==> src/smrd_regs.svh <==
`ifndef SMRD_REGS_SVH
`define SMRD_REGS_SVH

// Parameter offsets of the descriptors held here
`define SMRD_OFS_HDR 8'h62
`define SMRD_OFS_RGN1 8'h68
`define SMRD_OFS_RGN2 8'h6C
`define SMRD_DESC_BYTES 8'h04

// Size field coding
`define SMRD_SIZE_UNIT 32'd256
`define SMRD_SIZE_LSB 8
`define SMRD_RGN1_BYTES 32'd32768
`define SMRD_SECT64_BYTES 32'd65536
`define SMRD_RGN2_SECT_128 32'd255
`define SMRD_RGN2_SECT_256 32'd511

// Header fields
`define SMRD_HDR_RFU 8'hFF
`define SMRD_HDR_RGN_COUNT 8'h02
`define SMRD_CFG_ID 8'h00
`define SMRD_HDR_LOW 8'hFE

// Erase-support byte fields
`define SMRD_ERASE_RFU 4'hF
`define SMRD_ERASE_T4 1'h0
`define SMRD_ERASE_T3 1'h0
`define SMRD_ERASE_T2 1'h1
`define SMRD_ERASE_T1 1'h0

// Descriptor slots of the byte table
`define SMRD_NUM_DESC 3
`define SMRD_SLOT_HDR 0
`define SMRD_SLOT_RGN1 1
`define SMRD_SLOT_RGN2 2

// Register values after reset
`define SMRD_CNT_RESET 2'h0
`define SMRD_DATA_RESET 8'h00

// Answer for offsets outside the table
`define SMRD_BLANK 8'hFF

// Cycles that the strap synchroniser needs before it is trusted
`define SMRD_SETTLE 2'h2

`endif

==> src/smrd_pkg.sv <==
package smrd_pkg;

    typedef enum logic [1:0] {
        SMRD_SETTLE_ST = 2'b01,
        SMRD_READY_ST = 2'b10
    } smrd_state_t;

    typedef struct packed {
        smrd_state_t state;
        logic [1:0] cnt;
        logic dens_256;
        logic [7:0] rd_data;
        logic rd_valid;
    } smrd_regs_t;

endpackage

==> src/smrd_sync.sv <==
module smrd_sync (
    // Clock and reset
    input wire logic ref_clk,
    input wire logic reset_n,
    // Level from outside the clock domain
    input wire logic async_in,
    output logic sync_out
);

    logic meta_q;
    logic sync_q;

    always_ff @(posedge ref_clk) begin
        if (!reset_n) begin
            meta_q <= 1'b0;
            sync_q <= 1'b0;
        end else begin
            meta_q <= async_in;
            sync_q <= meta_q;
        end
    end

    assign sync_out = sync_q;

endmodule

==> src/smrd_rom.sv <==
// How it works
// Size field is 256-byte unit count minus one
// Offset 68h region size reads 00007Fh
// 32KB region erase byte F2h, 64KB only
// 128Mb third region size reads 00FEFFh
// 256Mb size 01FEFFh; byte 6Fh 01h/00h
// Remainder region erase byte 64KB only, ones
// Configuration header carries identifier 00h
// Descriptors returned low byte first, ascending
`include "smrd_regs.svh"

module smrd_rom (
    // Clock and reset
    input wire logic ref_clk,
    input wire logic reset_n,
    // Density strap pin, high for the 256Mb part
    input wire logic dens_256_pin,
    // Byte read port
    input wire logic rd_req,
    input wire logic [7:0] rd_addr,
    output logic rd_ready,
    output logic [7:0] rd_data,
    output logic rd_valid
);

    ////////////////////////////////////////////////////////////////////////
    // Descriptor field coding

    // Size fields count 256-byte units, stored one less than the count
    function automatic logic [23:0] size_field(input logic [31:0] bytes);
        logic [31:0] units;
        units = bytes / `SMRD_SIZE_UNIT;
        size_field = 24'(units - 32'd1);
    endfunction

    function automatic logic [7:0] erase_byte();
        // Ones in the reserved nibble, only the 64KB erase type set
        erase_byte = {
            `SMRD_ERASE_RFU,
            `SMRD_ERASE_T4,
            `SMRD_ERASE_T3,
            `SMRD_ERASE_T2,
            `SMRD_ERASE_T1
        }; // see R3
    endfunction

    function automatic logic [7:0] pick(input logic [31:0] word, input logic [1:0] idx);
        // Lowest offset carries the least significant byte
        case (idx)
            2'h0: pick = word[7:0];
            2'h1: pick = word[15:8];
            2'h2: pick = word[23:16];
            2'h3: pick = word[31:24];
            default: pick = word[7:0];
        endcase
    endfunction

    // True when the offset lies inside the four bytes from base
    function automatic logic in_desc(input logic [7:0] addr, input logic [7:0] base);
        in_desc = (addr >= base) && (addr < 8'(base + `SMRD_DESC_BYTES));
    endfunction

    // First parameter offset of each descriptor slot
    // An unknown slot gets a base that no offset can fall inside
    function automatic logic [7:0] desc_base(input int unsigned slot);
        case (slot)
            `SMRD_SLOT_HDR: desc_base = `SMRD_OFS_HDR;
            `SMRD_SLOT_RGN1: desc_base = `SMRD_OFS_RGN1;
            `SMRD_SLOT_RGN2: desc_base = `SMRD_OFS_RGN2;
            default: desc_base = `SMRD_BLANK;
        endcase
    endfunction

    // Reads are taken only once the strap has been caught
    function automatic logic is_ready(input smrd_pkg::smrd_state_t st);
        is_ready = (st == smrd_pkg::SMRD_READY_ST);
    endfunction

    ////////////////////////////////////////////////////////////////////////
    // Strap synchroniser

    // The strap is a pin level with no relation to ref_clk
    logic dens_sync;

    smrd_sync u_sync (
        .ref_clk(ref_clk),
        .reset_n(reset_n),
        .async_in(dens_256_pin),
        .sync_out(dens_sync)
    );

    ////////////////////////////////////////////////////////////////////////
    // State

    smrd_pkg::smrd_regs_t r_q;
    smrd_pkg::smrd_regs_t r_d;

    ////////////////////////////////////////////////////////////////////////
    // Descriptor words

    logic [31:0] rgn2_sect;
    logic [31:0] desc_w [`SMRD_NUM_DESC];

    // The header and second region are fixed; the third region grows
    // with the density caught after reset
    always_comb begin
        rgn2_sect = r_q.dens_256 ? `SMRD_RGN2_SECT_256 : `SMRD_RGN2_SECT_128; // see R4
        desc_w[`SMRD_SLOT_HDR] = {
            `SMRD_HDR_RFU,
            `SMRD_HDR_RGN_COUNT,
            `SMRD_CFG_ID,
            `SMRD_HDR_LOW
        };
        desc_w[`SMRD_SLOT_RGN1] = {
            size_field(`SMRD_RGN1_BYTES),
            erase_byte()
        };
        desc_w[`SMRD_SLOT_RGN2] = {
            size_field(rgn2_sect * `SMRD_SECT64_BYTES), // see R4
            erase_byte()
        };
    end

    ////////////////////////////////////////////////////////////////////////
    // Byte table

    // Pure wiring: the table costs no flip-flops
    logic [7:0] desc_byte [`SMRD_NUM_DESC][`SMRD_DESC_BYTES];

    // Lowest offset of each descriptor carries its least significant byte
    generate
        for (genvar gd = 0; gd < `SMRD_NUM_DESC; gd++) begin : g_desc
            for (genvar gb = 0; gb < `SMRD_DESC_BYTES; gb++) begin : g_byte
                assign desc_byte[gd][gb] = pick(desc_w[gd], 2'(gb));
            end
        end
    endgenerate

    ////////////////////////////////////////////////////////////////////////
    // Offset decode

    logic [`SMRD_NUM_DESC-1:0] addr_hit;
    logic [7:0] rom_out;

    // One hit bit per descriptor slot
    always_comb begin
        for (int n = 0; n < `SMRD_NUM_DESC; n++) begin
            addr_hit[n] = in_desc(rd_addr, desc_base(n));
        end
    end

    // Descriptors never overlap, so at most one slot claims an offset;
    // offsets outside every slot read as blank
    always_comb begin
        logic [7:0] ofs;
        ofs = 8'h00;
        rom_out = `SMRD_BLANK;
        for (int n = 0; n < `SMRD_NUM_DESC; n++) begin
            if (addr_hit[n]) begin
                ofs = 8'(rd_addr - desc_base(n));
                rom_out = desc_byte[n][ofs[1:0]];
            end
        end
    end

    ////////////////////////////////////////////////////////////////////////
    // Read sequencing

    logic rd_take;

    // Requests before the strap is caught are dropped with no answer
    assign rd_take = rd_req && is_ready(r_q.state);

    always_comb begin
        r_d = r_q;
        // A new byte is flagged for exactly one cycle
        r_d.rd_valid = 1'b0;
        case (r_q.state)
            smrd_pkg::SMRD_SETTLE_ST: begin
                // Density is caught once the synchroniser has filled
                if (r_q.cnt == `SMRD_SETTLE) begin
                    r_d.dens_256 = dens_sync;
                    r_d.state = smrd_pkg::SMRD_READY_ST;
                end else begin
                    r_d.cnt = 2'(r_q.cnt + 2'h1);
                end
            end
            smrd_pkg::SMRD_READY_ST: begin
                // Data holds its last value between reads
                if (rd_take) begin
                    r_d.rd_data = rom_out;
                    r_d.rd_valid = 1'b1;
                end
            end
            default: begin
                // Any illegal code falls back to a fresh strap capture
                r_d.state = smrd_pkg::SMRD_SETTLE_ST;
                r_d.cnt = `SMRD_CNT_RESET;
            end
        endcase
    end

    always_ff @(posedge ref_clk) begin
        if (!reset_n) begin
            r_q.state <= smrd_pkg::SMRD_SETTLE_ST;
            r_q.cnt <= `SMRD_CNT_RESET;
            r_q.dens_256 <= 1'b0;
            r_q.rd_data <= `SMRD_DATA_RESET;
            r_q.rd_valid <= 1'b0;
        end else begin
            r_q <= r_d;
        end
    end

    ////////////////////////////////////////////////////////////////////////
    // Outputs

    // Ready is a level from the state register, data and valid are flops
    assign rd_ready = is_ready(r_q.state);
    assign rd_data = r_q.rd_data;
    assign rd_valid = r_q.rd_valid;

endmodule

==> config.mk <==
export PLATFORM = sky130hd
export DESIGN_NAME = smrd_rom
export DESIGN_NICKNAME = d
export VERILOG_FILES = /design/src/smrd_pkg.sv /design/src/smrd_sync.sv /design/src/smrd_rom.sv
export VERILOG_INCLUDE_DIRS = /design/src
export SDC_FILE = /design/constraint.sdc
export NUM_CORES = 1
export LEC_CHECK = 0
export BUFFER_PORTS_ARGS = -buffer_cell sky130_fd_sc_hd__buf_2
export CORE_UTILIZATION = 25
export DETAILED_ROUTE_END_ITERATION = 10
export MAX_ROUTING_LAYER = met4
export PLACE_DENSITY_LB_ADDON = 0.1
export RECOVER_POWER = 100
export SYNTH_ARGS = -nofsm -noshare
export SYNTH_HDL_FRONTEND = slang
export SYNTH_SLANG_ARGS = --single-unit
export TNS_END_PERCENT = 100
==> constraint.sdc <==
create_clock -name ref_clk -period 1.4 [get_ports ref_clk]
set_input_delay 0.07 -clock ref_clk [delete_from_list [all_inputs] [get_ports ref_clk]]
set_output_delay 0.07 -clock ref_clk [all_outputs]
set_load 0.01 [all_outputs]
After elaboration in Yosys (flattened, before gate mapping)
Index checks and enable logic that the tools add are counted.
{ "totals": {"register_bits": 16, "in_bits": 12, "out_inout_bits": 10, "elab_cells": 59} }
{ "op_classes": {"n_addsub": 5, "n_lt_le_gt_ge": 9, "eq_ne": 5, "n_mux": 20, "n_bitwise": 4, "reduce_logical": 9} }
{ "ops": {"columns": ["cell", "count"], "rows": [
  ["two-way mux 8 bit", 9],
  ["binary-select mux 8 bit (select 2 bit)", 3],
  [">= comparator 8 x 7 -> 1 bit, second input constant", 3],
  ["< comparator 8 x 7 -> 1 bit, second input constant", 3],
  ["subtractor 17 x 1 -> 18 bit, second input constant", 1],
  ["two-way mux 2 bit", 5],
  ["AND reduction 2 bit", 5],
  [">= comparator 3 bit, second input constant", 3],
  ["two-way mux 9 bit", 1],
  ["inverter 2 -> 3 bit", 3],
  ["case mux 4 bit (2 select lines)", 1],
  ["subtractor 2 bit", 3],
  ["equality test 2 bit, second input constant", 2],
  ["logical AND 1 bit", 4],
  ["!= test 2 bit, second input constant", 2],
  ["adder 2 x 1 -> 2 bit, second input constant", 1],
  ["equality test 2 x 1 -> 1 bit, second input constant", 1],
  ["two-way mux 1 bit", 1],
  ["inverter 1 bit", 1]
]} }

Depth between registers and ports, before layout
Gate-level depths: netlist of the first run.
{ "depth": {"depth_word": 11, "depth_mapped": 6} }

By module
Synthesis of the first run repeated with hierarchy kept, for this count alone.
{ "hier_totals": {"hier_cells": 80, "area_unflattened_um2": 718.2} }
{ "by_module_without_submodules": {"columns": ["mod", "instances", "cells_per_inst", "area_each_um2"], "rows": [
  ["smrd_rom", 1, 76, 665.6],
  ["smrd_sync", 1, 4, 52.6]
]} }

Worst setup path after synthesis of the first run
Ideal clock, no wire load.
{ "synth_path": {"path_type": "reg-to-reg", "startpoint": "reg r_q[12] (netlist bit)", "endpoint": "reg rd_data[1] (netlist name)", "setup_ps": 119, "arrival_ps": 1287, "path_slack_ps": -6, "stages_incl_launch_ff": 6, "n_path_buf": 1, "path_cell_list": "dfxtp_1 and3b_1 buf_6 nand2_4 or3_4 o221a_1"} }
{ "synth_between": {"elab_chain_cells": 3} }
{ "synth_rtl": {"columns": ["element", "line", "rtl"], "rows": [
  ["start, declared", "smrd_rom.sv:95", "smrd_pkg::smrd_regs_t r_q;"],
  ["start signal, assigned", "smrd_rom.sv:211", "r_q <= r_d;"],
  ["equality test 2 bit (*)", "smrd_rom.sv:76, smrd_rom.sv:178", null],
  ["logical AND 1 bit", "smrd_rom.sv:172", "assign rd_take = rd_req && is_ready(r_q.state);"],
  ["AND reduction 2 bit (no line) (*)", null, null]
]} }
Every way passes the cells marked *; elsewhere a longest branch is shown, timed or not.
A chain may end at the register's enable or synchronous reset.

Worst setup path after layout of the first run
{ "layout_path": {"startpoint": "reg r_q[12] (netlist bit)", "endpoint": "reg rd_data[1] (netlist name)"} }
{ "layout_between": {"elab_chain_cells": 3} }
{ "layout_rtl": {"columns": ["element", "line"], "rows": [
  ["equality test 2 bit (*)", "smrd_rom.sv:76, smrd_rom.sv:178"],
  ["logical AND 1 bit", "smrd_rom.sv:172"],
  ["AND reduction 2 bit (no line) (*)", null]
]} }
Marks and branches as above.

==> results of run 1 <==
-- timing repair --
| action | 4_1_cts | 5_1_grt |
|---|---|---|
| hold buffers | 1 | 0 |
| endpoints found under the setup margin | 0 | 2 |
| endpoints found under the hold margin | 1 | 0 |
| gates resized for setup | 0 | 2 |
-- area by class of cell --
class | instances | area (um2) | area share
Multi-Input combinational cell | 54 | 392 | 0.454
Sequential cell | 13 | 262 | 0.303
Timing Repair Buffer | 25 | 121 | 0.141
Tap cell | 31 | 38.8 | 0.0450
Clock buffer | 4 | 26.3 | 0.0305
Inverter | 6 | 22.5 | 0.0261
-- cells by family (layout without fill, tap and decap cells) --
| logic type | after synthesis | count (layout) | synth area share |
|---|---|---|---|
| flops | 13 | 13 | 0.344 |
| compound gates | 19 | 19 | 0.177 |
| simple gates | 29 | 29 | 0.243 |
| mux | 1 | 1 | 0.0132 |
| fa+ha+maj | 5 | 5 | 0.0828 |
| buf+inv | 18 | 35 | 0.139 |
-- stage by stage --
| stage | power (mW) | util | area (um2) | hold WS [ns] |
|---|---|---|---|---|
| final | 0.983 | 0.307 | 862 | 0.0874 |
| after global routing | 1.07 | 0.307 | 862 | 0.108 |
| after CTS | 1.00 | 0.313 | 877 | 0.0892 |
| after detailed placement | 0.769 | 0.300 | 841 | 0.283 |
| after global placement | 0.770 | 0.300 | 841 | 0.284 |
| after floorplan | 0.698 | - | 757 | 0.197 |
-- worst max-delay path by stage --
| stage | depth (start not counted) | slack, ns | endpoint |
|---|---|---|---|
| 2_1_floorplan | 5 | 0.004 | rd_data[1] |
| 3_3_place_gp | 7 | 0.06 | rd_data[7] |
| 6_report | 4 | 0.07 | rd_data[1] |
| 3_5_place_dp | 4 | 0.02 | rd_data[1] |
| 5_1_grt | 4 | 0.02 | rd_data[1] |
| 4_1_cts | 4 | 0.006 | rd_data[1] |
-- power by group through the flow --
stage / sequential [mW] / clock, mW / combinational [mW]
2_1_floorplan: 0.455 / 0 / 0.243
3_3_place_gp: 0.459 / 0 / 0.311
3_5_place_dp: 0.460 / 0 / 0.308
4_1_cts: 0.452 / 0.241 / 0.311
5_1_grt: 0.458 / 0.263 / 0.354
6_report: 0.451 / 0.227 / 0.305
-- cells in the mapped netlist --
| library cell | count | share of area |
|---|---|---|
| dfxtp_1 | 13 | 0.34 |
| buf_4 | 8 | 0.079 |
| a21oi_1 | 6 | 0.040 |
| inv_1 | 6 | 0.030 |
| ha_1 | 5 | 0.083 |
| nor2_1 | 5 | 0.025 |
| nor2b_1 | 5 | 0.041 |
| nand2_1 | 4 | 0.020 |
| and2_1 | 3 | 0.025 |
| clkbuf_1 | 3 | 0.015 |
| o21ai_0 | 3 | 0.020 |
| a31oi_1 | 2 | 0.017 |
| nor3_1 | 2 | 0.013 |
| o221a_1 | 2 | 0.030 |
| a211oi_1 | 1 | 0.0099 |
| a21boi_0 | 1 | 0.0099 |
| a22o_1 | 1 | 0.012 |
| a22o_2 | 1 | 0.013 |
| a32oi_1 | 1 | 0.012 |
| and2_2 | 1 | 0.0099 |
| and3b_1 | 1 | 0.012 |
| and4bb_4 | 1 | 0.022 |
| buf_6 | 1 | 0.015 |
| mux2i_1 | 1 | 0.013 |
| nand2_4 | 1 | 0.015 |
| nand2b_1 | 1 | 0.0083 |
| nand3b_1 | 1 | 0.0099 |
| nor4_1 | 1 | 0.0083 |
| nor4b_1 | 1 | 0.012 |
| o221a_2 | 1 | 0.015 |
| or3_1 | 1 | 0.0083 |
| or3_4 | 1 | 0.015 |
-- registers in the layout, summed over array words and instances, names as in the netlist --
name             cells
rd_valid             1
r_q                  5
rd_data              5
u_sync.meta_q        1
u_sync.sync_out      1
-- routing by layer --
layer,part of all wire,vias to the layer above
met5,0,-
met4,0.0085,0
met3,0.064,2
met2,0.42,18
met1,0.51,272
li1,-,324
==> results.toml, run 1 <==
[clocking]
cts_tree = "done"
clk_path_buf_depth = 2
clk_pin_slew_ns = 0.08
cts_setup_buffers = 0
numCtsBuffers = 3
insertion_delay_ns = 0.27
clock-sinks = 13
cts_root_buf = "clkbuf_4"
h-tree-depth = 1

[yosys]
syn-mean-instance-area_um2 = 8.89
syn_inst = 85
synth_nets = 102
ys_ff_latch = 13
ys_seq_area_frac = 0.344
ys_types = 32
netlist_area_um2 = 756
synth_warnings = 0

[global_routing]
grt_pass1_vias = 597
grt-busiest-layer = "met2"
grt_max_degree = 13
grtUsageMet2 = 0.155
grt_use_met3 = 0.0454
overflow = 0
track_usage = 0.105
use_met1 = 0.129
antenna_found_initial = 0
grt_pass1_wl_um = 2560

[timing]
finalCritPeriodShare = 0.948
rsz0062_at_grt = "false"
skew_ns = 0.00179
period_needed_ns = 1.33
finalWorstSetupSlack_ns = 0.0723
worst_pin_slew_ns = 0.309
finalMaxSlewViolations = 0
hold_viol = 0
setup_viol = 0
fin_setup_tns_ns = 0
slew_headroom = 0.792
fmax_ghz = 0.753

[status]
status = "finished, violations left"
violations = "design-rule violations"

[worst_setup_path]
rrSetupSlack_ns = 0.07
max_stage_delay_ns = 0.38
worst-path-max-fanout = 3
crit_start = "r_q[12]"
reg2reg_depth = 4
critPathTopFamily = "simple AND/OR/NAND/NOR gates"
arrival_ns = 1.49
crit_buf_inv = 0
reg2reg_from = "r_q[12]"
slowest_stage = "or3_4"
crit_type = "reg2reg"
end_kind = "register"
required_ns = 1.56
worstSetupStartpointType = "register"
path_cells = "and3b_2 -> nand2_4 -> or3_4 -> o221a_1"
reg2reg_to = "rd_data[1]"

[routing]
routed_via_density = 4.63
ant_nets = 0
first_pass_iters = 7
finalWirelength_um = 1420
drt-initial-drc-count = 24
drc = 7
vias = 616
avgRoutedWirePerCell_um = 10.6

[power_and_ir_drop]
leakage_nw = 0.385
power.density_mw_per_mm2 = 1140
seq_power_share = 0.459
combPwrFrac = 0.310
internal-power_uw = 696
clockPowerShare = 0.231
p_switching_uw = 287
ir_worst_vdd_mv = 0.501
switching_share = 0.292

[placed_design]
port_buffers = 21
dp_slack_ns = 0.0247
hpwl_um = 1130
dp.cells = 128
place.gp.congestion = 0.712

[final_layout]
nNetsFinal = 120
drive_above_1_share = 0.235
instances_no_fill = 133
fillCellCount = 308
diodes = 0
syn2layout_area_growth_pct = 14.1
layout_common_cells = "clkbuf_1 (12), dfxtp_1 (12), buf_2 (11)"

[floorplanning]
io_pins = 22
die_w_um = 57.0
die-area_mm2 = 0.00325
die_height_um = 57.0
core-area_mm2 = 0.00281
initial_core_util = 0.269
rows = 19

[hold_path]
hold_end = "r_q[12]"
hp-class = "in2reg"
hold_start = "reset_n"
hold_path_depth = 2

[job]
cap_violations = 0
No activity file was read; power rests on OpenSTA's default activity.
==> run 2: changes to the inputs <==
--- a/config.mk
+++ b/config.mk
@@ -7,11 +7,12 @@
 export NUM_CORES = 1
 export LEC_CHECK = 0
 export BUFFER_PORTS_ARGS = -buffer_cell sky130_fd_sc_hd__buf_2
-export CORE_UTILIZATION = 25
+export CORE_UTILIZATION = 44
 export DETAILED_ROUTE_END_ITERATION = 10
 export MAX_ROUTING_LAYER = met4
 export PLACE_DENSITY_LB_ADDON = 0.1
 export RECOVER_POWER = 100
+export SKIP_CTS_REPAIR_TIMING = 1
 export SYNTH_ARGS = -nofsm -noshare
 export SYNTH_HDL_FRONTEND = slang
 export SYNTH_SLANG_ARGS = --single-unit
==> results.toml, run 2 (synthesis results as in run 1) <==
[final_layout]
syn2layout_area_growth_pct = 11.6
instances_no_fill = 118
layout_common_cells = "clkbuf_1 (12), dfxtp_1 (12), buf_2 (11)"
seqCellArea_um2 = 262
diodes = 0
fin_area_um2 = 843
drive_above_1_share = 0.235
multiInputGateArea_um2 = 392
largestRegisters = "r_q: 5 flops, rd_data: 5 flops"
fillCellCount = 156
nNetsFinal = 120
utilization = 0.541

[routing]
drc = 3
avgRoutedWirePerCell_um = 11.1
ant_nets = 0
first_pass_iters = 7
routed_via_density = 5.23
vias = 617
drt-initial-drc-count = 14
finalWirelength_um = 1310

[worst_setup_path]
path_cells = "and3b_2 -> nand2_4 -> or3_4 -> o221a_1"
end_kind = "register"
crit_type = "reg2reg"
required_ns = 1.57
worst-path-max-fanout = 3
worstSetupStartpointType = "register"
arrival_ns = 1.50
max_stage_delay_ns = 0.38
slowest_stage = "or3_4"

[floorplanning]
core-area_mm2 = 0.00156
initial_core_util = 0.485
die_w_um = 43.4
die-area_mm2 = 0.00189
io_pins = 22
rows = 14
die_height_um = 43.4

[timing]
fmax_ghz = 0.749
finalCritPeriodShare = 0.953
finalWorstSetupSlack_ns = 0.0657
slew_headroom = 0.813
finalMaxSlewViolations = 0
skew_ns = 0.00946
rsz0062_at_grt = "false"
fin_setup_tns_ns = 0
setup_viol = 0
fin_hold_ws_ns = 0.0862
period_needed_ns = 1.33
worst_pin_slew_ns = 0.277
hold_viol = 0

[power_and_ir_drop]
ir_worst_vdd_mv = 0.745
power.density_mw_per_mm2 = 1170
leakage_nw = 0.387
power_uw = 983

[global_routing]
grt_pass1_vias = 522
overflow = 0
track_usage = 0.165
antenna_found_initial = 0
use_met1 = 0.214
grtUsageMet2 = 0.233
grt_pass1_wl_um = 2190
grt_use_met3 = 0.0625
grt_max_degree = 13
grt-busiest-layer = "met2"

[clocking]
insertion_delay_ns = 0.27
numCtsBuffers = 3
cts_tree = "done"
clk_path_buf_depth = 2
h-tree-depth = 1
clock-sinks = 13
clk_pin_slew_ns = 0.08
cts_root_buf = "clkbuf_4"

[placed_design]
dp_slack_ns = 0.0448
dp.cells = 113
hpwl_um = 987
port_buffers = 21
dpl_cell_area_um2 = 822
place.gp.congestion = 0.830

[status]
status = "finished, violations left"
violations = "design-rule violations"

[job]
cap_violations = 0

[hold_path]
hp-class = "in2reg"
run 2: layer usage:
| metal | routed length (um) | share of wire |
|---|---|---|
| met1 | 666 | 0.51 |
| met2 | 546 | 0.42 |
| met3 | 101 | 0.077 |
| met4 | 0 | 0 |
| met5 | 0 | 0 |
run 2: layout make-up:
cell class	count	area share
Clock buffer	4	0.0312
Tap cell	16	0.0237
Sequential cell	13	0.310
Multi-Input combinational cell	54	0.464
Timing Repair Buffer	25	0.144
Inverter	6	0.0267
run 2: critical path: cells and delay by family, from the launching register on:
kind,cells,cell delay (ns)
AO/OA/AOI/OAI,1,0.22
AND/OR/NAND/NOR,3,0.69
flip-flops,1,0.31
run 2: worst paths after layout:
kind / slack (ns) / cells after the start / from / endpoint
max: 0.07 / 4 / r_q[12] / rd_data[1]
min: 0.09 / 2 / reset_n / r_q[12]
max reg2reg: 0.07 / 4 / r_q[12] / rd_data[1]
min reg2reg: 0.44 / 1 / u_sync.meta_q / u_sync.sync_out
run 2: power by group:
part           internal [mW]  switching [mW]  total, mW
logic                  0.168           0.143      0.311
registers              0.419          0.0317      0.451
clock network          0.110           0.112      0.222
